<file path="config.mk">
export PLATFORM = sky130hd
export DESIGN_NAME = bpc_top
export DESIGN_NICKNAME = d
export VERILOG_FILES = /design/src/verilog/bpc_pkg.sv /design/src/verilog/bpc_top.sv
export VERILOG_INCLUDE_DIRS = /design/src /design/src/verilog
export SDC_FILE = /design/constraint.sdc
export NUM_CORES = 1
export LEC_CHECK = 0
export BUFFER_PORTS_ARGS = -buffer_cell sky130_fd_sc_hd__buf_2
export CORE_MARGIN = 10
export CORE_UTILIZATION = 55
export CTS_CLUSTER_DIAMETER = 60
export DETAILED_ROUTE_END_ITERATION = 8
export GPL_TIMING_DRIVEN = 1
export PLACE_DENSITY = 0.81
export SYNTH_ARGS = -nofsm -noshare
export SYNTH_HDL_FRONTEND = slang
export SYNTH_SLANG_ARGS = --single-unit
</file>
<file path="constraint.sdc">
create_clock -name clk_i -period 5.78 [get_ports clk_i]
set_input_delay 1.156 -clock clk_i [delete_from_list [all_inputs] [get_ports clk_i]]
set_output_delay 1.156 -clock clk_i [all_outputs]
set_load 0.01 [all_outputs]
</file>
<file path="src/verilog/bpc_params.svh">
// Purpose: constants for the battery power configuration word block
// Assumes: word bit 0 of the printed layout is the msb (word[15])
// Notes: offsets are byte addresses on a 32-bit wishbone slave
`ifndef BPC_PARAMS_SVH
`define BPC_PARAMS_SVH

// register byte offsets
`define BPC_OFS_CFG 8'h00
`define BPC_OFS_MODE 8'h04
`define BPC_OFS_STATUS 8'h08
`define BPC_OFS_CLEAR 8'h0c
`define BPC_OFS_IRQEN 8'h10
`define BPC_OFS_STATE 8'h14

// field positions in the 16-bit word (printed bit k sits at 15-k)
`define BPC_F_AUX_HI 15
`define BPC_F_AUX_LO 14
`define BPC_F_IDLE_EN 13
`define BPC_F_MUTE_EN 12
`define BPC_F_SLEEP_HI 11
`define BPC_F_SLEEP_LO 9
`define BPC_F_MSG_HI 8
`define BPC_F_MSG_LO 3
`define BPC_F_BLINK 2
`define BPC_F_LBD 1
`define BPC_F_PERMIT 0

// reset values
`define BPC_CFG_RST 16'h0000
`define BPC_MODE_RST 2'h0

// event bits in status, clear and enable
`define BPC_EV_IDLE 0
`define BPC_EV_MUTED 1
`define BPC_EV_SLEEP 2
`define BPC_EV_REFUSED 3
`define BPC_EV_UNMUTE 4
`define BPC_EV_W 5

// timing
`define BPC_CLK_KHZ 250000
`define BPC_BLINK_PULSE_MS 40
`define BPC_BLINK_PERIOD_MS 8000
`define BPC_BLINK_STAGGER_MS 1000

// low battery thresholds in millivolts
`define BPC_LBD_LOW_MV 12'h514
`define BPC_LBD_HIGH_MV 12'h898

`endif

</file>
<file path="src/verilog/bpc_pkg.sv">
// Purpose: types for the battery power configuration word block
// Assumes: bpc_params.svh holds every number
// Notes: tag state codes come from the protocol engine
`include "bpc_params.svh"

package bpc_pkg;

	// protocol engine state as seen by this block
	typedef enum logic [2:0] {
		TAG_SLEEP = 3'h0,
		TAG_READY = 3'h1,
		TAG_ARBITRATE = 3'h2,
		TAG_REPLY = 3'h3,
		TAG_ACKED = 3'h4,
		TAG_OPEN = 3'h5,
		TAG_SECURED = 3'h6
	} bpc_tag_state_t;

	// duty cycle sequencer, one-hot
	typedef enum logic [1:0] {
		DC_RUN = 2'b01,
		DC_SLEEP = 2'b10
	} bpc_duty_t;

	// whole state of the block
	typedef struct packed {
		logic [15:0] cfg;
		logic bap_mode;
		logic ulp;
		logic [`BPC_EV_W-1:0] status;
		logic [`BPC_EV_W-1:0] irq_en;
		logic ack;
		logic [31:0] rdata;
		logic aux;
		logic idle_run;
		logic [8:0] idle_cnt;
		logic idle_pulse;
		bpc_duty_t duty;
		logic [14:0] sleep_cnt;
		logic [5:0] msg_cnt;
		logic muted;
		logic mute_run;
		logic [8:0] mute_cnt;
		logic [19:0] ms_div;
		logic [12:0] blink_ms;
		logic [3:0] alarm_n;
	} bpc_state_t;

endpackage

</file>
<file path="src/verilog/bpc_top.sv">
// Purpose: battery power configuration word, decoded and applied
// Assumes: all inputs come from logic on clk_i; ticks are 1-cycle pulses
// Notes: word is held here and mirrored out for nonvolatile write-back
//
// The implementer's own choices: the Wishbone interface to the registers and the register offsets.
`timescale 1ns/1ps
`default_nettype none
`include "bpc_params.svh"

module bpc_top #(
	parameter int MS_CYCLES = `BPC_CLK_KHZ
) (
	input wire logic clk_i, // 250 MHz clock
	input wire logic rst_i, // sync reset, high
	input wire logic wb_cyc_i, // wishbone cycle
	input wire logic wb_stb_i, // wishbone strobe
	input wire logic wb_we_i, // wishbone write
	input wire logic [7:0] wb_adr_i, // byte address
	input wire logic [3:0] wb_sel_i, // byte lanes
	input wire logic [31:0] wb_dat_i, // write data
	output logic [31:0] wb_dat_o, // read data
	output logic wb_ack_o, // one-cycle ack
	output logic irq_o, // level interrupt
	input wire logic nvm_load_i, // boot load of the word
	input wire logic [15:0] nvm_word_i, // word from storage
	input wire logic reader_cfg_wr_i, // over-air write of word
	input wire logic [15:0] reader_cfg_i, // over-air word value
	output logic [15:0] cfg_word_o, // word to store
	input wire bpc_pkg::bpc_tag_state_t tag_state_i, // protocol state
	input wire logic select_flag_i, // select flag
	input wire logic booting_i, // boot sequence busy
	output logic aux_event_o, // auxiliary event level
	input wire logic [7:0] idle_count_i, // idle timeout count
	input wire logic idle_tick_i, // idle unit period tick
	input wire logic idle_start_i, // restart idle timer
	output logic idle_timeout_o, // idle expiry pulse
	output logic duty_sleep_o, // duty-cycle sleeping
	input wire logic total_en_i, // broadcast mode on
	input wire logic tag_msg_sent_i, // broadcast message sent
	output logic muted_o, // self muted
	input wire logic spi_cfg_i, // serial peripheral mode
	input wire logic alarms_out_i, // alarm output selected
	input wire logic io_out_en_i, // io pins are outputs
	input wire logic [3:0] alarm_i, // alarm conditions
	output logic [3:0] alarm_n_o, // alarm pins, low active
	output logic lbd_high_o, // high threshold chosen
	output logic [11:0] lbd_mv_o, // threshold in mV
	input wire logic reader_bap_req_i, // reader sets mode
	input wire logic reader_bap_val_i, // requested mode
	input wire logic reader_ulp_req_i, // reader sets ulp
	input wire logic reader_ulp_val_i, // requested ulp
	output logic bap_mode_o, // battery_assisted_mode
	output logic ulp_o // ultra-low power enabled
);
	import bpc_pkg::*;

	bpc_state_t r;
	bpc_state_t n;

	// decoded fields
	logic [1:0] aux_cond;
	logic idle_en;
	logic mute_en;
	logic [2:0] sleep_code;
	logic [5:0] msg_limit;
	logic blink_en;
	logic permit;
	logic duty_en;
	logic mute_tout_en;
	logic alarm_ok;
	logic ms_tick;
	logic [14:0] sleep_load;
	logic bus_req;
	logic [`BPC_EV_W-1:0] ev;
	logic [`BPC_EV_W-1:0] clr;
	logic [12:0] slot;

	assign aux_cond = r.cfg[`BPC_F_AUX_HI:`BPC_F_AUX_LO];
	assign idle_en = r.cfg[`BPC_F_IDLE_EN];
	assign mute_en = r.cfg[`BPC_F_MUTE_EN];
	assign sleep_code = r.cfg[`BPC_F_SLEEP_HI:`BPC_F_SLEEP_LO];
	assign msg_limit = r.cfg[`BPC_F_MSG_HI:`BPC_F_MSG_LO];
	assign blink_en = r.cfg[`BPC_F_BLINK];
	assign permit = r.cfg[`BPC_F_PERMIT];

	assign duty_en = r.bap_mode && (idle_count_i != 8'h00) &&
		(sleep_code != 3'h0);
	// mute timeout only in broadcast mode
	assign mute_tout_en = total_en_i && mute_en;
	assign alarm_ok = !spi_cfg_i && alarms_out_i && io_out_en_i;
	assign ms_tick = (r.ms_div == 20'(MS_CYCLES - 1));
	// sleep count is idle count times 2^(code-1), plus one
	assign sleep_load = (15'(idle_count_i) << (sleep_code - 3'h1)) +
		15'h0001;
	assign bus_req = wb_cyc_i && wb_stb_i && !r.ack;

	// write-one-to-clear strobe
	assign clr = (bus_req && wb_we_i && wb_sel_i[0] &&
		wb_adr_i == `BPC_OFS_CLEAR) ? wb_dat_i[`BPC_EV_W-1:0] : '0;

	always_comb begin
		n = r;
		ev = '0;
		slot = 13'h0;
		n.ack = bus_req;
		n.idle_pulse = 1'b0;

		// wishbone writes, byte lanes honoured on the word
		if (bus_req && wb_we_i) begin
			case (wb_adr_i)
				`BPC_OFS_CFG: begin
					if (wb_sel_i[0])
						n.cfg[7:0] = wb_dat_i[7:0];
					if (wb_sel_i[1])
						n.cfg[15:8] = wb_dat_i[15:8];
				end
				`BPC_OFS_MODE: begin
					if (wb_sel_i[0]) begin
						n.bap_mode = wb_dat_i[0];
						n.ulp = wb_dat_i[1];
					end
				end
				`BPC_OFS_IRQEN: begin
					if (wb_sel_i[0])
						n.irq_en = wb_dat_i[`BPC_EV_W-1:0];
				end
				default: begin
				end
			endcase
		end
		// over-air and boot loads win over the bus
		if (reader_cfg_wr_i)
			n.cfg = reader_cfg_i;
		if (nvm_load_i)
			n.cfg = nvm_word_i;

		// read mux, unmapped addresses read zero
		n.rdata = 32'h0;
		if (bus_req && !wb_we_i) begin
			case (wb_adr_i)
				`BPC_OFS_CFG: n.rdata = {16'h0, r.cfg};
				`BPC_OFS_MODE: n.rdata = {30'h0, r.ulp, r.bap_mode};
				`BPC_OFS_STATUS: n.rdata = 32'(r.status);
				`BPC_OFS_IRQEN: n.rdata = 32'(r.irq_en);
				`BPC_OFS_STATE: n.rdata = {16'h0, 2'h0, r.msg_cnt,
					4'h0, r.duty == DC_SLEEP, r.muted, r.idle_run,
					r.aux};
				default: n.rdata = 32'h0;
			endcase
		end

		if (reader_bap_req_i || reader_ulp_req_i) begin
			if (permit) begin
				if (reader_bap_req_i)
					n.bap_mode = reader_bap_val_i;
				if (reader_ulp_req_i)
					n.ulp = reader_ulp_val_i;
			end else begin
				ev[`BPC_EV_REFUSED] = 1'b1;
			end
		end

		// aux event select, forced off in sleep; boot gates only code 11
		case (aux_cond)
			2'b00: n.aux = (tag_state_i != TAG_SLEEP);
			2'b01: n.aux = (tag_state_i == TAG_ARBITRATE) ||
				(tag_state_i == TAG_REPLY) ||
				(tag_state_i == TAG_ACKED) ||
				(tag_state_i == TAG_OPEN) ||
				(tag_state_i == TAG_SECURED);
			2'b10: n.aux = (tag_state_i == TAG_ACKED) ||
				(tag_state_i == TAG_OPEN) ||
				(tag_state_i == TAG_SECURED);
			2'b11: n.aux = select_flag_i &&
				(tag_state_i != TAG_SLEEP) && !booting_i;
			default: n.aux = 1'b0;
		endcase

		// load N+1, first tick lands within one period
		// idle timer runs only when enabled
		if (!idle_en) begin
			n.idle_run = 1'b0;
		end else if (idle_start_i && r.duty == DC_RUN) begin
			n.idle_run = 1'b1;
			n.idle_cnt = 9'(idle_count_i) + 9'h001;
		end else if (r.idle_run && idle_tick_i) begin
			n.idle_cnt = r.idle_cnt - 9'h001;
			if (r.idle_cnt == 9'h001) begin
				n.idle_run = 1'b0;
				n.idle_pulse = 1'b1;
				ev[`BPC_EV_IDLE] = 1'b1;
			end
		end

		case (r.duty)
			DC_RUN: begin
				if (n.idle_pulse && duty_en) begin
					n.duty = DC_SLEEP;
					n.sleep_cnt = sleep_load;
					ev[`BPC_EV_SLEEP] = 1'b1;
				end
			end
			DC_SLEEP: begin
				// leaving duty mode wakes at once
				if (!duty_en) begin
					n.duty = DC_RUN;
				end else if (idle_tick_i) begin
					n.sleep_cnt = r.sleep_cnt - 15'h0001;
					if (r.sleep_cnt == 15'h0001)
						n.duty = DC_RUN;
				end
			end
			default: n.duty = DC_RUN;
		endcase

		// count messages, mute at the limit; zero never mutes
		if (!total_en_i || msg_limit == 6'h00) begin
			n.muted = 1'b0;
			n.mute_run = 1'b0;
			n.msg_cnt = 6'h00;
		end else if (tag_msg_sent_i && !r.muted) begin
			n.msg_cnt = r.msg_cnt + 6'h01;
			if (r.msg_cnt + 6'h01 >= msg_limit) begin
				n.muted = 1'b1;
				ev[`BPC_EV_MUTED] = 1'b1;
				// mute timeout armed only when enabled
				n.mute_run = mute_tout_en;
				n.mute_cnt = 9'(idle_count_i) + 9'h001;
			end
		end else if (r.mute_run && !mute_tout_en) begin
			n.mute_run = 1'b0;
		end else if (r.mute_run && idle_tick_i) begin
			n.mute_cnt = r.mute_cnt - 9'h001;
			if (r.mute_cnt == 9'h001) begin
				n.mute_run = 1'b0;
				n.muted = 1'b0;
				n.msg_cnt = 6'h00;
				ev[`BPC_EV_UNMUTE] = 1'b1;
			end
		end

		// millisecond enable and 8 s blink frame
		n.ms_div = ms_tick ? 20'h0 : r.ms_div + 20'h1;
		if (ms_tick)
			n.blink_ms = (r.blink_ms == 13'(`BPC_BLINK_PERIOD_MS - 1)) ?
				13'h0 : r.blink_ms + 13'h1;

		// alarm pins, idle high when not in alarm output use
		for (int k = 0; k < 4; k++) begin
			slot = 13'(k * `BPC_BLINK_STAGGER_MS);
			if (!alarm_ok)
				n.alarm_n[k] = 1'b1;
			else if (!blink_en)
				n.alarm_n[k] = !alarm_i[k];
			else
				// each pin in its own slot
				n.alarm_n[k] = !(alarm_i[k] && r.blink_ms >= slot &&
					r.blink_ms < slot + 13'(`BPC_BLINK_PULSE_MS));
		end

		// sticky status, set wins over clear
		n.status = (r.status & ~clr) | ev;
	end

	always_ff @(posedge clk_i) begin
		if (rst_i) begin
			r <= '0;
			r.cfg <= `BPC_CFG_RST;
			r.duty <= DC_RUN;
			r.alarm_n <= 4'hf;
		end else begin
			r <= n;
		end
	end

	// outputs
	assign wb_ack_o = r.ack;
	assign wb_dat_o = r.rdata;
	assign irq_o = |(r.status & r.irq_en);
	assign cfg_word_o = r.cfg;
	assign aux_event_o = r.aux;
	assign idle_timeout_o = r.idle_pulse;
	assign duty_sleep_o = (r.duty == DC_SLEEP);
	assign muted_o = r.muted;
	assign alarm_n_o = r.alarm_n;
	assign lbd_high_o = r.cfg[`BPC_F_LBD];
	assign lbd_mv_o = r.cfg[`BPC_F_LBD] ? `BPC_LBD_HIGH_MV :
		`BPC_LBD_LOW_MV;
	assign bap_mode_o = r.bap_mode;
	assign ulp_o = r.ulp;

	// helper: idle ticks seen since the timer was armed
	logic [9:0] hv_ticks;
	always_ff @(posedge clk_i) begin
		if (rst_i)
			hv_ticks <= 10'h0;
		else if (idle_start_i)
			hv_ticks <= 10'h0;
		else if (r.idle_run && idle_tick_i)
			hv_ticks <= hv_ticks + 10'h1;
	end

	property p_idle_window;
		@(posedge clk_i) disable iff (rst_i)
		(r.idle_run && idle_tick_i && r.idle_cnt == 9'h001 && idle_en &&
			!idle_start_i && $stable(idle_count_i)) |=>
			idle_timeout_o && hv_ticks == 10'(idle_count_i) + 10'h1;
	endproperty
	a_idle_window: assert property (p_idle_window)
		else $error("idle timeout not after N+1 ticks");

	property p_aux_present;
		@(posedge clk_i) disable iff (rst_i)
		(aux_cond == 2'b00) |=> aux_event_o == ($past(tag_state_i) !=
			TAG_SLEEP);
	endproperty
	a_aux_present: assert property (p_aux_present)
		else $error("aux wrong for field present");

	property p_aux_round;
		@(posedge clk_i) disable iff (rst_i)
		(aux_cond == 2'b01 && (tag_state_i == TAG_READY ||
			tag_state_i == TAG_SLEEP)) |=> !aux_event_o;
	endproperty
	a_aux_round: assert property (p_aux_round)
		else $error("aux high outside inventory round");

	property p_aux_single;
		@(posedge clk_i) disable iff (rst_i)
		(aux_cond == 2'b10) |=> aux_event_o ==
			($past(tag_state_i) >= TAG_ACKED);
	endproperty
	a_aux_single: assert property (p_aux_single)
		else $error("aux wrong for singulated");

	property p_aux_gate;
		@(posedge clk_i) disable iff (rst_i)
		(aux_cond == 2'b11 && (booting_i || tag_state_i == TAG_SLEEP))
			|=> !aux_event_o;
	endproperty
	a_aux_gate: assert property (p_aux_gate)
		else $error("aux not gated in sleep or boot");

	property p_idle_off;
		@(posedge clk_i) disable iff (rst_i)
		!idle_en |=> !idle_timeout_o ##1 !idle_timeout_o;
	endproperty
	a_idle_off: assert property (p_idle_off)
		else $error("idle timeout while disabled");

	property p_mute_hold;
		@(posedge clk_i) disable iff (rst_i)
		(muted_o && total_en_i && !mute_en && msg_limit != 6'h00) |=>
			muted_o;
	endproperty
	a_mute_hold: assert property (p_mute_hold)
		else $error("unmuted with mute timeout off");

	property p_no_duty;
		@(posedge clk_i) disable iff (rst_i)
		(sleep_code == 3'h0) |=> !duty_sleep_o;
	endproperty
	a_no_duty: assert property (p_no_duty)
		else $error("sleeping with duty cycle off");

	property p_mute_count;
		@(posedge clk_i) disable iff (rst_i)
		(total_en_i && tag_msg_sent_i && !muted_o && msg_limit != 6'h00
			&& r.msg_cnt + 6'h01 == msg_limit) |=> muted_o;
	endproperty
	a_mute_count: assert property (p_mute_count)
		else $error("not muted at message limit");

	property p_alarm_level;
		@(posedge clk_i) disable iff (rst_i)
		(alarm_ok && !blink_en) |=> alarm_n_o == ~$past(alarm_i);
	endproperty
	a_alarm_level: assert property (p_alarm_level)
		else $error("alarm level not continuous");

	property p_stagger;
		@(posedge clk_i) disable iff (rst_i)
		(alarm_ok && blink_en) |=> $onehot0(~alarm_n_o);
	endproperty
	a_stagger: assert property (p_stagger)
		else $error("two blink pulses at once");

	property p_refuse;
		@(posedge clk_i) disable iff (rst_i)
		(!permit && reader_bap_req_i && !(bus_req && wb_we_i)) |=>
			$stable(bap_mode_o) && status_refused();
	endproperty
	a_refuse: assert property (p_refuse)
		else $error("mode change taken without permit");

	function automatic logic status_refused();
		return r.status[`BPC_EV_REFUSED];
	endfunction

endmodule
`default_nettype wire
</file>
* Word level (Yosys, flattened, before mapping)
Index checks and enable logic that the tools add are counted.
Storage, ports and cells: register bits after elaboration 144, bits of input ports 111, output and inout port bits 73, logic and storage cells 215
Operators by class: add/subtract/negate cells 9, magnitude comparators 9, equal/unequal tests 27, shift-type cells 1, multiplexer cells 56, bitwise gates (word level) 8, reduce and logical (&&, ||, !) cells 84
Operators with widths (number):
- 16-bit case mux with 5 select lines | 1
- 17-bit 2-to-1 mux | 4
- 16-bit 2-to-1 mux | 3
- 15-bit case mux with 2 select lines | 1
- 1-bit logical AND | 27
- 13-bit by 11-bit < comparator with 1-bit output, second input constant | 2
- 1-bit 2-to-1 mux | 26
- 8-bit 2-to-1 mux | 3
- 3-bit nonzero test | 8
- 11-bit 2-to-1 mux | 2
- 20-bit by 1-bit adder with 20-bit output, second input constant | 1
- 20-bit by 18-bit == test with 1-bit output, second input constant | 1
- 9-bit by 1-bit == test with 1-bit output, second input constant | 2
- 18-bit 2-to-1 mux | 1
- 3-bit AND reduction | 6
- 9-bit by 1-bit subtractor with 9-bit output, second input constant | 2
- 8-bit by 4-bit == test with 1-bit output, second input constant | 2
- 8-bit by 5-bit == test with 1-bit output, second input constant | 2
- 15-bit by 1-bit adder with 15-bit output, second input constant | 1
- 15-bit by 1-bit == test with 1-bit output, second input constant | 1
- 1-bit logical NOT | 15
- 15-bit 2-to-1 mux | 1
- 8-bit by 3-bit << shifter with 15-bit output | 1
- 15-bit by 1-bit subtractor with 15-bit output, second input constant | 1
- other kinds (44) | 80

* Longest topological paths before layout
Gate-level depths: netlist of run 1.
depth after elaboration 9, gate-level depth with buffers 12, depth with buffers taken out 9

* Worst setup path after synthesis of run 1
Ideal clock, no wire load.
path kind input-to-reg, start in idle_count_i[1], end reg r[65] (netlist name), library setup time 0.128 ns, data arrival time 2.971 ns, required time 5.652 ns, slack 2.681 ns, cell stages on the path 10, buffers on the path 3, cells stage by stage clkbuf_1 -> inv_1 -> ha_1 -> or4b_2 -> o221ai_2 -> a21oi_1 -> buf_2 -> buf_6 -> a22oi_1 -> nor2_1
On the way: word-level cells in the longest chain between the ends 6, elaborated cells between the ends (all ways) 11, those cells by class 1 x add/sub; 2 x eq/ne; 1 x shift; 2 x mux; 5 x reduce/logical
Ends and longest elaborated chain:
- start, declared | line bpc_top.sv:33 | input wire logic [7:0] idle_count_i,
- parallel branches: the longest is 6 deep, another holds 15-bit by 1-bit adder with 15-bit output
- end signal, assigned | line bpc_top.sv:272 | r <= n;
- end, declared | line bpc_top.sv:57 | bpc_state_t r;
Several ways; the timed one is not identified. The select of a mux whose other input is x is not followed. A chain may end at the register's enable or synchronous reset.

* Worst setup path after layout of run 1
start reg r (netlist bit cfg_word_o[9]), end reg r[57] (netlist name)
On the way: word-level cells in the longest chain between the ends 5, elaborated cells between the ends (all ways) 11, those cells by class 2 x add/sub; 2 x eq/ne; 1 x shift; 2 x mux; 4 x reduce/logical
Ends and longest elaborated chain (line):
- 3-bit by 1-bit subtractor with 3-bit output / 3-bit nonzero test (equally long branches) | bpc_top.sv:93, bpc_top.sv:87
- 8-bit by 3-bit << shifter with 15-bit output / 1-bit logical AND (equally long branches) | bpc_top.sv:93, bpc_top.sv:86
- 15-bit by 1-bit adder with 15-bit output / 1-bit logical AND (equally long branches) | bpc_top.sv:93, bpc_top.sv:197
- 17-bit 2-to-1 mux / 2-bit by 1-bit != test with 1-bit output (equally long branches)
- 15-bit case mux with 2 select lines / 4-bit AND reduction (equally long branches)
Several ways; a longest one is shown, not always the timed one. The select of a mux whose other input is x is not followed.

==> results of run 1 <==
[registers in the layout (all words and copies together) (netlist names)]
register,count
cfg_word_o,16
aux_event_o,1
r,86
muted_o,1
alarm_n_o,4
bap_mode_o,1
idle_timeout_o,1
wb_dat_o,16
wb_ack_o,1
ulp_o,1
[routing by layer]
metal	vias up	global-route usage, %
met2	279	33.7
met5	-	0
met3	26	5.85
li1	3665	-
met1	3484	26.7
met4	0	6.09
[layout make-up]
type,instances,area share [%]
Tap cell,180,2.54
Timing Repair Buffer,149,8.59
Multi-Input combinational cell,751,52.0
Clock inverter,12,1.24
Sequential cell,128,29.0
Clock buffer,20,5.05
Inverter,38,1.61
[critical path, delay by kind of cell (launching register included)]
| family | cells | cell delay, ns |
|---|---|---|
| adder cells (fa/ha/maj) | 1 | 0.77 |
| AO/OA/AOI/OAI | 2 | 0.27 |
| flip-flops | 1 | 0.80 |
| multiplexers | 1 | 0.32 |
| AND/OR/NAND/NOR | 2 | 0.65 |
| buffers and inverters | 1 | 0.43 |
| XOR/XNOR | 1 | 0.21 |
[cell families after synthesis]
kind of cell	after synthesis	synth area share [%]
buffers and inverters	156	10.6
XOR/XNOR	47	5.19
AND/OR/NAND/NOR	391	24.2
AO/OA/AOI/OAI	228	18.7
flip-flops	128	32.3
other	2	0.0947
adder cells (fa/ha/maj)	24	3.79
multiplexers	39	5.15
[through the flow]
step | hold slack (ns) | instance area [um2] | util [%] | power (mW)
CTS | 0.457 | 8850 | 63.3 | 2.26
global placement | 0.430 | 8290 | 59.3 | 1.25
global route | 0.483 | 8850 | 63.3 | 2.35
detailed placement | 0.451 | 8290 | 59.3 | 1.26
floorplan | 0.418 | 8000 | - | 1.17
finish | 0.456 | 8850 | 63.3 | 2.26
[worst min path at each step]
| stage | endpoint | slack [ns] | cells past startpoint |
|---|---|---|---|
| 2_1_floorplan | r[17] | 0.42 | 1 |
| 3_3_place_gp | r[17] | 0.43 | 1 |
| 3_5_place_dp | r[63] | 0.45 | 2 |
| 4_1_cts | r[63] | 0.46 | 2 |
| 5_1_grt | r[17] | 0.48 | 1 |
| 6_report | r[63] | 0.46 | 2 |
[cell usage in the layout (no fill, tap or decap), types with 4 or more instances in the layout]
cell          n
nor2_1      124
o31ai_1       7
a211oi_1      8
o21ai_0      74
nand3_1      46
o22ai_1       8
clkbuf_16    17
a21oi_1      48
or3_1         9
mux2_2        4
nor4b_1       4
and2_1        6
nor3_1       24
clkinvlp_4    4
buf_4         6
buf_2       143
nand4_1      18
conb_1       22
xnor2_1      19
or4_1         4
a221oi_1      5
nand2_1      85
ha_1         24
and3_1       14
xor2_1       28
nor4_1       11
inv_1        37
nand2b_1      4
o211ai_1      4
mux2i_1      34
nor2b_1      16
a22oi_1      34
nand3b_1      5
a31oi_1       5
dfxtp_1     128
[where the power goes]
group / switching [mW] / internal, mW / total (mW)
sequential: 0.0279 / 0.901 / 0.929
clock: 0.409 / 0.603 / 1.01
combinational: 0.191 / 0.125 / 0.316
total: 0.629 / 1.63 / 2.26
==> impl_metrics.csv, run 1 <==
group,metric,value,unit
clock_network,ctsHoldBuffers,0,
clock_network,clock-sinks,128,
critical_path,crit_start,"cfg_word_o[9]",
critical_path,worst_path_max_delay_cell,"dfxtp_1",
route,drt_iter0_drc,798,
route,drt-wirelength-per-cell,16.8,um
sta,hold_violations,0,
route,drtPass1Iterations,9,
placement,dp_cells,1246,
critical_path,rrSetupSlack,2.17,ns
placement,io_buffers,143,
global_routing,antenna_found_initial,0,
route,drtAntennaViolNets,0,
critical_path,setup.worst_path.start_class,"flop",
floorplanning,die-width,140,um
critical_path,arrival,3.89,ns
critical_path,worstPathCellList,"clkinv_1 -> ha_1 -> mux2_2 -> or4b_2 -> xnor2_1 -> o21ai_0 -> a22oi_1 -> nor2_1",
yosys,synth.area.top_cells,"dfxtp_1 (32%), buf_4 (6.0%), nor2_1 (5.9%)",
power_and_ir_drop,ir_drop,0.000194,V
placement,hpwlAfterDp,15800,um
sta,setup_violations,0,
hold_path,hold_start,"r[63]",
critical_path,critPathKind,"reg2reg",
route,top_layer,"met4",
yosys,syn_area_per_cell,7.81,um2
sta,finalCritPeriodShare,62.5,%
critical_path,worstReg2RegEnd,"r[57]",
power_and_ir_drop,p_leak,3.60,nW
clock_network,cts_made_buffers,17,
clock_network,cts.reportedPaths.clkPinSlew,0.06,ns
yosys,yosysUniqueCellTypes,72,
clock_network,cts_buffer_depth,2,
sta,skew,0.00693,ns
global_routing,grt_max_degree,82,
sta,setup_ws,2.17,ns
route,met2_length,10200,um
global_routing,globalRouteTotalUtil,21.0,%
cells_and_area,areaGrowthSynthToFinish,11.6,%
critical_path,critPathCaptureType,"flop",
critical_path,crit_fanout,19,
clock_network,htreeDepth,4,
hold_path,hp-class,"reg2reg",
yosys,syn_inst,1015,
placement,place_congestion,0.883,
cells_and_area,seq_area,2560,um2
yosys,ys_warn_count,0,
cells_and_area,multi_input_area,4600,um2
yosys,synth_edf_count,0,
sta,maxSlewViolCount,0,
global_routing,grt_pass1_wl,34800,um
critical_path,slowest_delay,0.80,ns
yosys,ys.flop_type,"dfxtp_1",
yosys,synth_common_cells,"dfxtp_1 (128), nor2_1 (124), nand2_1 (85)",
sta,setup_tns,0,ns
cells_and_area,layout-drive-gt1-share,18.0,%
floorplanning,ioPinCount,184,
cells_and_area,diodes,0,
power_and_ir_drop,p_per_area,255,nW/um2
yosys,yosys.cell_count.top_type,"dfxtp_1",
clock_network,post_cts_buffers,0,
cells_and_area,nets,1220,
clock_network,clk_latency,0.42,ns
yosys,synth_async_sr_flop_share,0,%
route,vias,7454,
route,routed_via_density,5.83,
route,wl,21500,um
floorplanning,fp.dieArea,19600,um2
sta,rsz0062_at_grt,"no",
route,drcViolationCount,0,
yosys,netlist_area,7930,um2
route,met1_length,9410,um
job,maxCapViolCount,0,
route,dr_wl_met3,1460,um
critical_path,crit_end,"r[57]",
cells_and_area,nFillCells,1241,
yosys,ys_ff_latch,128,
yosys,synth_top_area_share,32.3,%
clock_network,cts_resized,0,
sta,tightest_slew,1.22,ns
floorplanning,core-area,14000,um2
floorplanning,initial_utilization,56.7,%
floorplanning,fp.dieH,140,um
critical_path,r2r_start,"cfg_word_o[9]",
sta,fmax,277,MHz
placement,post-place-ws,2.08,ns
global_routing,grt_overflow,0,
yosys,ys_seq_area_share,32.3,%
critical_path,r2r_cells,8,
clock_network,root_buffer,"clkbuf_16",
floorplanning,placementRows,43,
clock_network,cts_tree,"built",
outcome,status,"completed",
cells_and_area,final_cells,1278,
global_routing,grt_pass1_vias,6923,
critical_path,crit_required,6.06,ns
sta,max_slew_margin,18.1,%
yosys,yosysTopAreaCell,"dfxtp_1",
sta,period_needed,3.61,ns
Note: power is estimated with default switching activity, not from simulation.
==> inputs of run 2 (changes only) <==
--- a/config.mk
+++ b/config.mk
@@ -8,11 +8,11 @@
 export LEC_CHECK = 0
 export BUFFER_PORTS_ARGS = -buffer_cell sky130_fd_sc_hd__buf_2
 export CORE_MARGIN = 10
-export CORE_UTILIZATION = 55
+export CORE_UTILIZATION = 50
 export CTS_CLUSTER_DIAMETER = 60
 export DETAILED_ROUTE_END_ITERATION = 8
 export GPL_TIMING_DRIVEN = 1
-export PLACE_DENSITY = 0.81
+export PLACE_DENSITY = 0.78
 export SYNTH_ARGS = -nofsm -noshare
 export SYNTH_HDL_FRONTEND = slang
 export SYNTH_SLANG_ARGS = --single-unit
==> constraint.sdc (replaced) <==
create_clock -name clk_i -period 2.9 [get_ports clk_i]
set_input_delay 0.58 -clock clk_i [delete_from_list [all_inputs] [get_ports clk_i]]
set_output_delay 0.58 -clock clk_i [all_outputs]
set_load 0.01 [all_outputs]
==> impl_metrics.csv, run 2 (synthesized netlist as in run 1, its figures left out) <==
group,metric,value,unit
clock_network,cts_made_buffers,17,
critical_path,r2r_cells,8,
clock_network,post_cts_buffers,0,
cells_and_area,max_flop_register,"r",
route,vias,7593,
sta,skew,0.00871,ns
route,routed_via_density,5.68,
sta,fmax,364,MHz
cells_and_area,largest_reg_flops,86,
sta,finalCritPeriodShare,94.7,%
cells_and_area,areaGrowthSynthToFinish,15.4,%
power_and_ir_drop,p_per_area,517,nW/um2
floorplanning,initial_utilization,51.6,%
outcome,status,"completed",
placement,place_congestion,0.905,
global_routing,grt_overflow,0,
cells_and_area,mostFrequentLayoutCells,"buf_2 (143), dfxtp_1 (128), nor2_1 (124), nand2_1 (85), o21ai_0 (74)",
power_and_ir_drop,ir_drop,0.000530,V
floorplanning,ioPinCount,184,
global_routing,globalRouteTotalUtil,20.1,%
sta,maxSlewViolCount,0,
route,drtPass1Iterations,5,
clock_network,clk_latency,0.43,ns
sta,setup_tns,0,ns
clock_network,cts_resized,0,
hold_path,min_to,"alarm_n_o[1]",
floorplanning,fp.dieH,146,um
route,drt-wirelength-per-cell,16.9,um
hold_path,hold_start,"alarm_i[1]",
cells_and_area,final_cells,1336,
clock_network,ctsHoldBuffers,0,
route,drt_iter0_drc,655,
cells_and_area,final_common_cell,"buf_2",
cells_and_area,design_area,9150,um2
critical_path,worstReg2RegEnd,"r[57]",
sta,period_needed,2.75,ns
global_routing,antenna_found_initial,1,
critical_path,worst_path_max_delay_cell,"a21oi_1",
critical_path,r2r_start,"r[72]",
floorplanning,core-area,15400,um2
clock_network,clock-sinks,128,
clock_network,root_buffer,"clkbuf_16",
global_routing,grt_use_met3,5.93,%
cells_and_area,layout-drive-gt1-share,20.1,%
clock_network,htreeDepth,4,
critical_path,setup.worst_path.start_class,"flop",
sta,hold_violations,0,
clock_network,cts.reportedPaths.clkPinSlew,0.06,ns
job,maxCapViolCount,0,
floorplanning,placementRows,45,
sta,tightest_slew,0.924,ns
cells_and_area,nets,1246,
global_routing,grt_max_degree,82,
global_routing,grt_pass1_vias,7129,
sta,rsz0062_at_grt,"no",
critical_path,worstPathCellList,"ha_1 -> nor4b_1 -> nand4_1 -> a21oi_1 -> buf_4 -> o21ai_0 -> a22oi_1 -> nor2_1",
clock_network,cts_buffer_depth,2,
placement,post-place-ws,0.195,ns
hold_path,hold_path_depth,2,
floorplanning,fp.dieArea,21300,um2
critical_path,critPathKind,"reg2reg",
floorplanning,die-width,146,um
critical_path,crit_fanout,12,
placement,hpwlAfterDp,16800,um
clock_network,cts_tree,"built",
global_routing,grt_pass1_wl,35600,um
route,wl,22600,um
placement,io_buffers,143,
critical_path,critPathCaptureType,"flop",
hold_path,hp-class,"in2reg",
global_routing,busiest_layer,"met2",
critical_path,crit_required,3.21,ns
sta,setup_violations,0,
critical_path,arrival,3.05,ns
global_routing,use_met2,33.1,%
critical_path,slowest_delay,0.76,ns
placement,dp_cells,1303,
route,drcViolationCount,0,
global_routing,grt_use_met1,24.6,%
sta,setup_ws,0.155,ns
route,drtAntennaViolNets,0,
power_and_ir_drop,p_leak,3.76,nW
sta,max_slew_margin,38.4,%
placement,placed_area,8540,um2
critical_path,rrSetupSlack,0.15,ns
## run 2: cell count changes in the layout (fill, tap and decap cells not counted), sizes merged
cell,previous run,this run
buf,149,175
clkbuf,20,17
inv,39,42
bufinv,1,3
clkinv,6,5
clkinvlp,4,3
diode,0,1
## run 2: final cells by class
| class | count | area, um2 |
|---|---|---|
| clock inverters | 15 | 183 |
| repair buffers | 175 | 968 |
| diodes | 1 | 2.50 |
| flip-flops and latches | 128 | 2560 |
| fillers | 1373 | 6220 |
| multi-input cells | 751 | 4600 |
| inverters | 38 | 143 |
| clock buffers | 17 | 425 |
| well taps | 211 | 264 |
## run 2: worst max-delay path: cells and delay by family, from the launching register on
| kind | cells | cell delay [ns] |
|---|---|---|
| flops | 1 | 0.42 |
| buf+inv | 1 | 0.29 |
| fa+ha+maj | 1 | 0.18 |
| simple gates | 3 | 0.68 |
| compound gates | 3 | 1.05 |
## run 2: metrics by stage
stage / total power [mW] / hold WS, ns / utilization, %
after global routing: 4.92 / 0.320 / 59.5
after floorplan: 2.34 / 0.418 / -
after global placement: 2.53 / 0.430 / 55.6
final: 4.73 / 0.331 / 59.5
after detailed placement: 2.54 / 0.444 / 55.6
after CTS: 4.75 / 0.316 / 59.5
## run 2: worst max path at each step
stage                    start        endpoint  slack, ns
2_1_floorplan    cfg_word_o[9]           r[57]       0.11
3_3_place_gp       wb_adr_i[1]  cfg_word_o[11]       0.27
3_5_place_dp   idle_count_i[0]           r[57]       0.19
4_1_cts                  r[72]           r[57]       0.20
5_1_grt                  r[72]           r[57]      0.002
6_report                 r[72]           r[57]       0.15
## run 2: per-layer routing
layer | vias up | part of all wire [%]
met2 | 278 | 48
met1 | 3568 | 43
met3 | 28 | 7.5
li1 | 3719 | -
met4 | 0 | 1.4
met5 | - | 0
## run 2: power by group
group	switching (mW)	leakage [nW]	internal, mW
clock	0.844	0.292	1.36
combinational	0.405	2.43	0.275
sequential	0.0446	1.04	1.80
